## src/include/gwm_defines.vh

```
// Constants for the generator warning monitor.
// Assumes a 250 MHz system clock and millisecond-based delays.
`ifndef GWM_DEFINES_VH
`define GWM_DEFINES_VH

// Timing
`define GWM_CLK_NS 4
`define GWM_MS_NS 1000000
`define GWM_MS_CYCLES (`GWM_MS_NS / `GWM_CLK_NS)
`define GWM_SVC_HOLD_MS 16'h1388
`define GWM_TICK_W 18

// Overfrequency shutdown ratio, percent
`define GWM_PCT_BASE 32'h00000064
`define GWM_OVERSHOOT_PCT 32'h00000070

// Warning flag positions
`define GWM_W_FREQ_LO 0
`define GWM_W_FREQ_HI 1
`define GWM_W_RPM_LO 2
`define GWM_W_RPM_HI 3
`define GWM_W_VOLT 4
`define GWM_W_BATT_LO 5
`define GWM_W_BATT_HI 6
`define GWM_W_FAIL_STOP 7
`define GWM_W_CHARGE_LO 8
`define GWM_W_ECU 9
`define GWM_W_V_UNBAL 10
`define GWM_W_I_UNBAL 11
`define GWM_W_OVERCUR 12
`define GWM_W_REV_PWR 13
`define GWM_W_PHASE_ORD 14
`define GWM_W_MCB_OPEN 15
`define GWM_W_MCB_CLOSE 16
`define GWM_W_GCB_OPEN 17
`define GWM_W_GCB_CLOSE 18
`define GWM_W_SPD_LOSS 19
`define GWM_W_SERVICE 20
`define GWM_W_NV_FAIL 21
`define GWM_W_FUEL_OFF 22
`define GWM_W_NOT_READY 23
`define GWM_W_COUNT 24
`define GWM_FLAGS_RST 24'h000000

// Delay timer slots
`define GWM_T_COUNT 15
`define GWM_DLY_W 16

`endif

```

## src/core/gwm_monitor.v

```verilog
// Warning-level fault monitor of a generator set controller.
// Measurements and settings come from logic on clk_in; contactor
// feedback and the two service buttons are raw pins.
`timescale 1ns/10ps
`default_nettype none
`include "gwm_defines.vh"
module gwm_monitor #(
   parameter TICK_CYCLES = `GWM_MS_CYCLES
) (
   input wire clk_in,
   input wire rst_in,
   // Configuration
   input wire latch_all_in,
   input wire warn_clear_in,
   input wire [15:0] holdoff_ms_in,
   // Frequency
   input wire [15:0] freq_in,
   input wire [15:0] freq_lo_in,
   input wire [15:0] freq_hi_in,
   input wire [15:0] freq_delay_in,
   // Speed
   input wire [15:0] rpm_in,
   input wire [15:0] rpm_lo_in,
   input wire [15:0] rpm_hi_in,
   input wire [15:0] rpm_overshoot_in,
   input wire [15:0] rpm_delay_in,
   input wire [15:0] crank_cut_rpm_in,
   input wire [15:0] speed_signal_loss_delay_in,
   input wire speed_loss_stop_in,
   // Phase voltages and currents
   input wire [15:0] volt_a_in,
   input wire [15:0] volt_b_in,
   input wire [15:0] volt_c_in,
   input wire [15:0] volt_lo_in,
   input wire [15:0] volt_hi_in,
   input wire [15:0] volt_delay_in,
   input wire [15:0] unbal_lim_in,
   input wire [15:0] cur_a_in,
   input wire [15:0] cur_b_in,
   input wire [15:0] cur_c_in,
   input wire cur_unbal_stop_in,
   input wire [15:0] overcur_lim_in,
   input wire [23:0] inverse_time_curve_in,
   // Battery and charge alternator
   input wire [15:0] batt_in,
   input wire [15:0] batt_lo_in,
   input wire [15:0] batt_hi_in,
   input wire [15:0] batt_delay_in,
   input wire [15:0] charge_in,
   input wire [15:0] charge_lo_in,
   // Power
   input wire signed [15:0] power_in,
   input wire [15:0] rev_power_lim_in,
   input wire [15:0] rev_power_delay_in,
   // Engine state
   input wire engine_running_in,
   input wire stop_request_in,
   input wire [15:0] stop_time_in,
   input wire fuel_on_in,
   input wire [15:0] ecu_fault_code_in,
   // Mains phase order
   input wire phase_check_en_in,
   input wire mains_present_in,
   input wire mains_reversed_in,
   // Contactors, feedback are pins
   input wire [15:0] contactor_delay_in,
   input wire mains_fb_assigned_in,
   input wire mains_close_cmd_in,
   input wire mains_fb_pin_in,
   input wire gen_fb_assigned_in,
   input wire gen_close_cmd_in,
   input wire gen_fb_pin_in,
   // Service, storage, readiness
   input wire service_expired_in,
   input wire svc_button_a_pin_in,
   input wire svc_button_b_pin_in,
   input wire nv_write_fail_in,
   input wire auto_mode_in,
   input wire fault_present_in,
   input wire schedule_block_in,
   // Results
   output wire [`GWM_W_COUNT-1:0] warn_out,
   output wire stop_out,
   output wire mains_close_inhibit_out,
   output wire service_reset_out,
   output wire holdoff_done_out
);
   // Absolute difference of two values
   function [15:0] abs_diff;
      input [15:0] x;
      input [15:0] y;
      begin
         abs_diff = (x > y) ? (x - y) : (y - x);
      end
   endfunction

   // True when any phase strays from the mean by more than lim
   function unbal;
      input [15:0] a;
      input [15:0] b;
      input [15:0] c;
      input [15:0] lim;
      reg [17:0] sum;
      reg [17:0] avg;
      begin
         sum = {2'b00, a} + {2'b00, b} + {2'b00, c};
         avg = sum / 18'h00003;
         unbal = (abs_diff(a, avg[15:0]) > lim) |
                 (abs_diff(b, avg[15:0]) > lim) |
                 (abs_diff(c, avg[15:0]) > lim);
      end
   endfunction

   // Largest of three phases
   function [15:0] max3;
      input [15:0] a;
      input [15:0] b;
      input [15:0] c;
      reg [15:0] m;
      begin
         m = (a > b) ? a : b;
         max3 = (m > c) ? m : c;
      end
   endfunction

   reg [`GWM_TICK_W-1:0] tick_cnt_q;
   reg tick_q;
   reg [15:0] hold_cnt_q;
   reg hold_done_q;
   reg [23:0] oc_acc_q;
   reg oc_trip_q;
   reg [`GWM_W_COUNT-1:0] flags_q;
   reg [`GWM_W_COUNT-1:0] flags_d;
   reg stop_q;
   reg inhibit_q;
   reg btn_done_q;
   reg svc_reset_q;

   wire [3:0] pins_s;
   wire mains_fb_s;
   wire gen_fb_s;
   wire btn_both_s;
   wire [`GWM_T_COUNT-1:0] tcond;
   wire [`GWM_T_COUNT-1:0] tdone;
   wire [`GWM_T_COUNT*`GWM_DLY_W-1:0] tdly;
   wire [`GWM_W_COUNT-1:0] raw;
   wire [31:0] freq_scaled;
   wire [31:0] freq_limit;
   wire freq_over;
   wire rpm_over;
   wire [15:0] cur_max;
   wire over_cur;
   wire [15:0] rev_mag;
   wire rev_over;
   wire run;
   wire hold;

   // Contactor feedback and buttons cross in from the pins
   gwm_sync #(
      .WIDTH(4)
   ) u_sync (
      .clk_in(clk_in),
      .rst_in(rst_in),
      .pin_in({svc_button_b_pin_in, svc_button_a_pin_in,
               gen_fb_pin_in, mains_fb_pin_in}),
      .sync_out(pins_s)
   );

   assign mains_fb_s = pins_s[0];
   assign gen_fb_s = pins_s[1];
   assign btn_both_s = pins_s[2] & pins_s[3];
   assign run = engine_running_in;
   assign hold = hold_done_q;

   // Millisecond tick shared by every delay
   always @(posedge clk_in or posedge rst_in)
   begin
      if (rst_in)
      begin
         tick_cnt_q <= {`GWM_TICK_W{1'b0}};
         tick_q <= 1'b0;
      end
      else if (tick_cnt_q == TICK_CYCLES[`GWM_TICK_W-1:0] - 18'h00001)
      begin
         tick_cnt_q <= {`GWM_TICK_W{1'b0}};
         tick_q <= 1'b1;
      end
      else
      begin
         tick_cnt_q <= tick_cnt_q + 18'h00001;
         tick_q <= 1'b0;
      end
   end

   // Holdoff runs from first running indication, clears on stop
   always @(posedge clk_in or posedge rst_in)
   begin
      if (rst_in)
      begin
         hold_cnt_q <= 16'h0000;
         hold_done_q <= 1'b0;
      end
      else if (!run)
      begin
         hold_cnt_q <= 16'h0000;
         hold_done_q <= 1'b0;
      end
      else
      begin
         if (tick_q && (hold_cnt_q < holdoff_ms_in))
            hold_cnt_q <= hold_cnt_q + 16'h0001;
         hold_done_q <= (hold_cnt_q >= holdoff_ms_in);
      end
   end

   // Overfrequency shutdown compares f*100 against hi*112
   assign freq_scaled = {16'h0000, freq_in} * `GWM_PCT_BASE;
   assign freq_limit = {16'h0000, freq_hi_in} * `GWM_OVERSHOOT_PCT;
   assign freq_over = freq_scaled > freq_limit;
   assign rpm_over = rpm_in > rpm_overshoot_in;

   assign cur_max = max3(cur_a_in, cur_b_in, cur_c_in);
   assign over_cur = cur_max > overcur_lim_in;
   assign rev_mag = power_in[15] ? (16'h0000 - power_in) : 16'h0000;
   assign rev_over = power_in[15] && (rev_mag > rev_power_lim_in);

   // Conditions that need a dedicated delay timer
   assign tcond[0] = hold && (freq_in < freq_lo_in);
   assign tcond[1] = hold && (freq_in > freq_hi_in);
   assign tcond[2] = hold && (rpm_in < rpm_lo_in);
   assign tcond[3] = hold && (rpm_in > rpm_hi_in);
   assign tcond[4] = hold && ((volt_a_in < volt_lo_in) || (volt_a_in > volt_hi_in) ||
                              (volt_b_in < volt_lo_in) || (volt_b_in > volt_hi_in) ||
                              (volt_c_in < volt_lo_in) || (volt_c_in > volt_hi_in));
   assign tcond[5] = batt_in < batt_lo_in;
   assign tcond[6] = batt_in > batt_hi_in;
   assign tcond[7] = stop_request_in;
   assign tcond[8] = hold && unbal(volt_a_in, volt_b_in, volt_c_in, unbal_lim_in);
   assign tcond[9] = hold && unbal(cur_a_in, cur_b_in, cur_c_in, unbal_lim_in);
   assign tcond[10] = rev_over;
   assign tcond[11] = mains_fb_assigned_in && (mains_close_cmd_in != mains_fb_s);
   assign tcond[12] = gen_fb_assigned_in && (gen_close_cmd_in != gen_fb_s);
   assign tcond[13] = run && (rpm_in < crank_cut_rpm_in);
   assign tcond[14] = btn_both_s;

   // Delay settings in slot order, highest slot first
   assign tdly = {`GWM_SVC_HOLD_MS, speed_signal_loss_delay_in,
                  contactor_delay_in, contactor_delay_in,
                  rev_power_delay_in, volt_delay_in, volt_delay_in,
                  stop_time_in, batt_delay_in, batt_delay_in,
                  volt_delay_in, rpm_delay_in, rpm_delay_in,
                  freq_delay_in, freq_delay_in};

   genvar gi;
   generate
      for (gi = 0; gi < `GWM_T_COUNT; gi = gi + 1)
      begin : g_tmr
         gwm_delay_timer u_tmr (
            .clk_in(clk_in),
            .rst_in(rst_in),
            .tick_in(tick_q),
            .cond_in(tcond[gi]),
            .delay_in(tdly[gi*`GWM_DLY_W +: `GWM_DLY_W]),
            .done_out(tdone[gi])
         );
      end
   endgenerate

   // Inverse-time overcurrent: excess over the limit is integrated
   // each millisecond, so a larger excess trips sooner. Dropping
   // below the limit discards the sum without a flag.
   always @(posedge clk_in or posedge rst_in)
   begin
      if (rst_in)
      begin
         oc_acc_q <= 24'h000000;
         oc_trip_q <= 1'b0;
      end
      else if (!over_cur)
      begin
         oc_acc_q <= 24'h000000;
         oc_trip_q <= 1'b0;
      end
      else
      begin
         if (tick_q && (oc_acc_q < inverse_time_curve_in))
            oc_acc_q <= oc_acc_q + {8'h00, cur_max - overcur_lim_in};
         oc_trip_q <= (oc_acc_q >= inverse_time_curve_in);
      end
   end

   // Raw warning causes
   assign raw[`GWM_W_FREQ_LO] = tdone[0];
   assign raw[`GWM_W_FREQ_HI] = tdone[1];
   assign raw[`GWM_W_RPM_LO] = tdone[2];
   assign raw[`GWM_W_RPM_HI] = tdone[3];
   assign raw[`GWM_W_VOLT] = tdone[4];
   assign raw[`GWM_W_BATT_LO] = tdone[5];
   assign raw[`GWM_W_BATT_HI] = tdone[6];
   assign raw[`GWM_W_FAIL_STOP] = tdone[7] && run;
   assign raw[`GWM_W_CHARGE_LO] = hold && (charge_in < charge_lo_in);
   assign raw[`GWM_W_ECU] = ecu_fault_code_in != 16'h0000;
   assign raw[`GWM_W_V_UNBAL] = tdone[8];
   assign raw[`GWM_W_I_UNBAL] = tdone[9];
   assign raw[`GWM_W_OVERCUR] = oc_trip_q;
   assign raw[`GWM_W_REV_PWR] = tdone[10];
   assign raw[`GWM_W_PHASE_ORD] = phase_check_en_in && mains_present_in &&
                                  mains_reversed_in;
   assign raw[`GWM_W_MCB_OPEN] = tdone[11] && !mains_close_cmd_in;
   assign raw[`GWM_W_MCB_CLOSE] = tdone[11] && mains_close_cmd_in;
   assign raw[`GWM_W_GCB_OPEN] = tdone[12] && !gen_close_cmd_in;
   assign raw[`GWM_W_GCB_CLOSE] = tdone[12] && gen_close_cmd_in;
   assign raw[`GWM_W_SPD_LOSS] = tdone[13];
   assign raw[`GWM_W_SERVICE] = service_expired_in;
   assign raw[`GWM_W_NV_FAIL] = nv_write_fail_in;
   assign raw[`GWM_W_FUEL_OFF] = run && !fuel_on_in;
   assign raw[`GWM_W_NOT_READY] = !auto_mode_in || fault_present_in ||
                                  schedule_block_in;

   // A cause present in the clear cycle keeps its flag set
   always @*
   begin
      flags_d = raw | (flags_q & {`GWM_W_COUNT{latch_all_in & ~warn_clear_in}});
   end

   // Flags, stop demand and contactor inhibit
   always @(posedge clk_in or posedge rst_in)
   begin
      if (rst_in)
      begin
         flags_q <= `GWM_FLAGS_RST;
         stop_q <= 1'b0;
         inhibit_q <= 1'b0;
      end
      else
      begin
         flags_q <= flags_d;
         // Engine unit faults never reach the stop demand
         stop_q <= freq_over | rpm_over |
                   (cur_unbal_stop_in & tdone[9]) |
                   (speed_loss_stop_in & tdone[13]);
         inhibit_q <= raw[`GWM_W_PHASE_ORD];
      end
   end

   // One pulse per completed two-button hold
   always @(posedge clk_in or posedge rst_in)
   begin
      if (rst_in)
      begin
         btn_done_q <= 1'b0;
         svc_reset_q <= 1'b0;
      end
      else
      begin
         btn_done_q <= tdone[14];
         svc_reset_q <= tdone[14] & ~btn_done_q;
      end
   end

   assign warn_out = flags_q;
   assign stop_out = stop_q;
   assign mains_close_inhibit_out = inhibit_q;
   assign service_reset_out = svc_reset_q;
   assign holdoff_done_out = hold_done_q;
endmodule
`default_nettype wire

```

## src/core/gwm_sync.v

```verilog
// Two-stage synchroniser for a group of pin inputs.
// Assumes the pins change slowly relative to the system clock.
`timescale 1ns/10ps
`default_nettype none
module gwm_sync #(
   parameter WIDTH = 4
) (
   input wire clk_in,
   input wire rst_in,
   input wire [WIDTH-1:0] pin_in,
   output wire [WIDTH-1:0] sync_out
);
   reg [WIDTH-1:0] meta_q;
   reg [WIDTH-1:0] sync_q;

   // First stage feeds only the second stage
   always @(posedge clk_in or posedge rst_in)
   begin
      if (rst_in)
      begin
         meta_q <= {WIDTH{1'b0}};
         sync_q <= {WIDTH{1'b0}};
      end
      else
      begin
         meta_q <= pin_in;
         sync_q <= meta_q;
      end
   end

   assign sync_out = sync_q;
endmodule
`default_nettype wire

```

## src/core/gwm_delay_timer.v

```verilog
// Restartable millisecond delay qualifier.
// Assumes tick_in pulses once per millisecond on the same clock.
`timescale 1ns/10ps
`default_nettype none
`include "gwm_defines.vh"
module gwm_delay_timer (
   input wire clk_in,
   input wire rst_in,
   input wire tick_in,
   input wire cond_in,
   input wire [`GWM_DLY_W-1:0] delay_in,
   output wire done_out
);
   reg [`GWM_DLY_W-1:0] cnt_q;
   reg done_q;

   // Any drop of the condition restarts the count
   always @(posedge clk_in or posedge rst_in)
   begin
      if (rst_in)
      begin
         cnt_q <= {`GWM_DLY_W{1'b0}};
         done_q <= 1'b0;
      end
      else if (!cond_in)
      begin
         cnt_q <= {`GWM_DLY_W{1'b0}};
         done_q <= 1'b0;
      end
      else
      begin
         // Saturates at the delay so a long fault cannot wrap
         if (tick_in && (cnt_q < delay_in))
            cnt_q <= cnt_q + 16'h0001;
         done_q <= (cnt_q >= delay_in);
      end
   end

   assign done_out = done_q;
endmodule
`default_nettype wire

```

## config.mk

```make
export PLATFORM = sky130hd
export DESIGN_NAME = gwm_monitor
export DESIGN_NICKNAME = d
export VERILOG_FILES = /design/src/core/gwm_monitor.v /design/src/core/gwm_sync.v /design/src/core/gwm_delay_timer.v
export VERILOG_INCLUDE_DIRS = /design/src /design/src/include
export SDC_FILE = /design/constraint.sdc
export NUM_CORES = 2
export LEC_CHECK = 0
export BUFFER_PORTS_ARGS = -buffer_cell sky130_fd_sc_hd__buf_2
export CAP_MARGIN = 20
export CORE_UTILIZATION = 30
export DETAILED_ROUTE_END_ITERATION = 6
export PLACE_DENSITY = 0.53
export SLEW_MARGIN = 30
export SYNTH_ARGS = -nofsm -noshare
export SYNTH_HDL_FRONTEND = slang
export SYNTH_SLANG_ARGS = --single-unit
```

## constraint.sdc

```tcl
create_clock -name clk_in -period 11.3 [get_ports clk_in]
set_input_delay 1.13 -clock clk_in [delete_from_list [all_inputs] [get_ports clk_in]]
set_output_delay 1.13 -clock clk_in [all_outputs]
set_load 0.05 [all_outputs]
```

==> run metrics <==
width of the die=405.1 um; initial antenna violation count=21; Final WS setup=-0.7164 ns; Clock Skew=0.05630 ns; proportion of layout cells with a drive suffix above 1=23.31%; IO Pins=637; DRT antenna net count=0; vias in the first global route=46928; fill cell total of the finished layout=16633; Cell Area, Synth=48740 um^2; Post-Route WL=169400 um; Finished Layout Cells=9448; CTS tree=built; Die ar.=164100 um^2; worst min-delay path startpoint=u_sync.meta_q[2]; sw frac=47.24%; CP max-delay cell=or4_4; count of final setup violators=34; max-capacitance violation count=0; fin crit share=106.3%; Fin Hold WS=0.3459 ns; largest net degree at the start of global routing=98; GRT Total Usage=20.15%; synthesis-stage register bit count=352; Critical Path Start Type=input port; clock tree sinks=352; via/cell ratio=4.951; ys async rst share=100.0%; NetSw=10.70 mW; Layout Utilization=38.78%; register share of total power=5.6%; H-tree depth=2; slew margin rel.=35.52%; Fmax=83.22 MHz; Worst-Skew Late Latency=0.65 ns; remaining global-route overflow=0; Seq/Total Area, Yosys=18.07%; CTS Buffer Depth=3; die height=405.1 um; CTS root buffer=clkbuf_16; Avg Inst Size Synth=8.140 um^2; warnings from Yosys=0; ys flop type=dfrtp_1; worst setup path start=cur_b_in[1]; Residual DRC=0; reg2reg start=oc_acc_q[0]; Power Dens Cells=362.9 nW/um^2; total CTS buffers=46; 1st-iter DRT viols=2453; Clk network pwr share=6.8%; crit path time final=12.02 ns; required time of the critical path=11.87 ns; hold_buf cts=0; CP Capture Type=flop; via count=46780; Core ar.=160900 um^2; maximum vdd drop=0.3803 mV; nets=8919; I/O Buffers=636; first-pass iteration count of the detailed router=6; Placer Congestion=0.9381; cell row count=147; Slew Limit Fails=0; Worst EP arrival=12.58 ns; failing checks=setup timing; Internal Power=11.95 mW; Placed Cells=9288; run status=complete, but fails checks; CP most frequent cell=a21oi_2; number of distinct library cells after synthesis=102; Routed WL per cell=17.93 um; Buf/Inv on CP=7; CP delay by family, top=compound AO/OA/AOI/OAI gates; first-pass GRT wire length=261600 um; kind of critical path=input port to flop; Post-synth EDFFs=0; initial core utilization=30.29%; CP max FO=5; Leakage=32.94 nW; Final Hold Violating Endpoints=0; Comb pwr share=87.6%; Clock transition at path regs=0.06 ns; Area Overhead vs Synth=28.06%; DP Wirelength=142700 um; cell count after synthesis=5988; Worst Hold Class=flop to flop; syn nets=7671; RSZ-0062 raised after global routing=true; actual slew at the worst max-slew pin=0.9672 ns; CP peak stage delay=0.53 ns
-- synthesized netlist by cell type (140+ instances only) --
cell type | n | area [um^2]
inv_1 | 720 | 2703
a21o_1 | 317 | 2380
nor2b_1 | 155 | 969.7
nor2_1 | 511 | 1918
nand3_1 | 154 | 770.7
a21oi_1 | 442 | 2212
nand2_1 | 302 | 1134
xor2_1 | 202 | 1769
nand4_1 | 184 | 1151
o21ai_0 | 319 | 1597
nand2b_1 | 140 | 875.8
ha_1 | 999 | 12500
dfrtp_1 | 352 | 8808
xnor2_1 | 232 | 2032
-- stage by stage --
| step | setup TNS, ns | total power [mW] | instance area [um^2] | setup slack (ns) |
|---|---|---|---|---|
| floorplan | -9.640 | 12.08 | 48950 | -0.6595 |
| global placement | -44.69 | 19.42 | 59090 | -1.826 |
| detailed placement | -51.15 | 19.58 | 59100 | -1.985 |
| CTS | -7.255 | 22.04 | 61700 | -0.6825 |
| global route | -29.13 | 24.72 | 62400 | -1.269 |
| finish | -12.01 | 22.65 | 62420 | -0.7164 |
-- sequential cells by signal (all words and copies together) (netlist names) --
signal / count
g_tmr.u_tmr.done_out: 15
warn_out: 24
u_sync.meta_q: 4
holdoff_done_out: 1
btn_done_q: 1
mains_close_inhibit_out: 1
oc_trip_q: 1
service_reset_out: 1
u_sync.sync_out: 4
hold_cnt_q: 16
g_tmr.u_tmr.cnt_q: 240
oc_acc_q: 24
tick_q: 1
tick_cnt_q: 18
stop_out: 1
-- cells by family (layout without fill, tap and decap cells) --
logic type      Yosys count  count (layout)  share of synthesized area (%)
simple gates           1746            1747                          17.91
compound gates         1436            1436                          18.69
fa+ha+maj              1075            1075                          28.75
buf+inv                 840            2123                          6.530
xor+xnor                435             435                          7.832
flops                   352             352                          18.07
mux                     104             104                          2.218
other cells               0              16                              0
-- path summary, 6_finish.rpt --
kind / endpoint / slack (ns) / depth (start not counted)
max in group asynchronous: g_tmr[4].u_tmr.cnt_q[10] / 8.60 / 4
hold reg to reg: u_sync.sync_out[2] / 0.35 / 0
setup reg to reg: oc_acc_q[20] / 6.84 / 22
setup / recovery: g_tmr[9].u_tmr.cnt_q[13] / -0.72 / 63
hold / removal: u_sync.sync_out[2] / 0.35 / 0
min in group asynchronous: service_reset_out / 0.63 / 2
-- area by class of cell --
type | count | area, um^2 | area share [%]
clock buffers | 56 | 1219 | 1.952
multi-input cells | 4797 | 38110 | 61.06
inverters | 722 | 2724 | 4.364
repair buffers | 1317 | 8442 | 13.52
diodes | 16 | 40.04 | 0.06414
clock inverters | 28 | 366.6 | 0.5873
well taps | 2160 | 2703 | 4.330
flip-flops and latches | 352 | 8811 | 14.12
-- metal layers --
layer  track usage [%]  part of all wire [%]
met1             25.62                    44
met2             34.84                    47
met3             2.396                   4.6
met4             7.190                   3.7
met5                 0                 0.027
-- layout by cell type (no fill, tap or decap), types with 16 or more instances in the layout --
cell	synthesis	final
a211oi_1	27	20
o21a_1	45	45
nand3_1	154	152
nor2b_1	155	152
a21o_1	317	317
fa_1	75	67
o21ai_0	319	289
buf_4	3	661
a21oi_1	442	404
and3_1	64	62
nand2b_1	140	140
nand4_1	184	184
buf_6	2	19
mux2_2	29	27
ha_1	999	986
xnor2_1	232	227
nor4_1	33	27
clkbuf_16	0	46
diode_2	0	16
a31oi_1	27	24
and2_1	38	37
a21oi_2	2	36
nand2_1	302	296
xor2_1	202	201
or2_2	19	18
a221o_1	17	17
dfrtp_1	352	350
o21ai_1	10	27
or3_1	35	32
nor2_1	511	487
nor3_1	58	51
o21bai_1	34	33
mux2i_1	74	68
inv_1	720	712
buf_2	3	632
-- repair_timing --
item,4_1_cts,5_1_grt
resized for setup,164,108
pin swaps,97,101
setup buffers,41,21
setup endpoints to repair,34,34
cloned,3,0
-- power by group through the flow --
stage / logic [mW] / registers, mW / clock network (mW)
after detailed placement: 18.3 / 1.29 / 0
after global placement: 18.1 / 1.29 / 0
after global routing: 21.8 / 1.27 / 1.66
after CTS: 19.2 / 1.27 / 1.61
after floorplan: 10.8 / 1.30 / 0
final: 19.8 / 1.27 / 1.55
No activity file was read; power rests on OpenSTA's default activity.
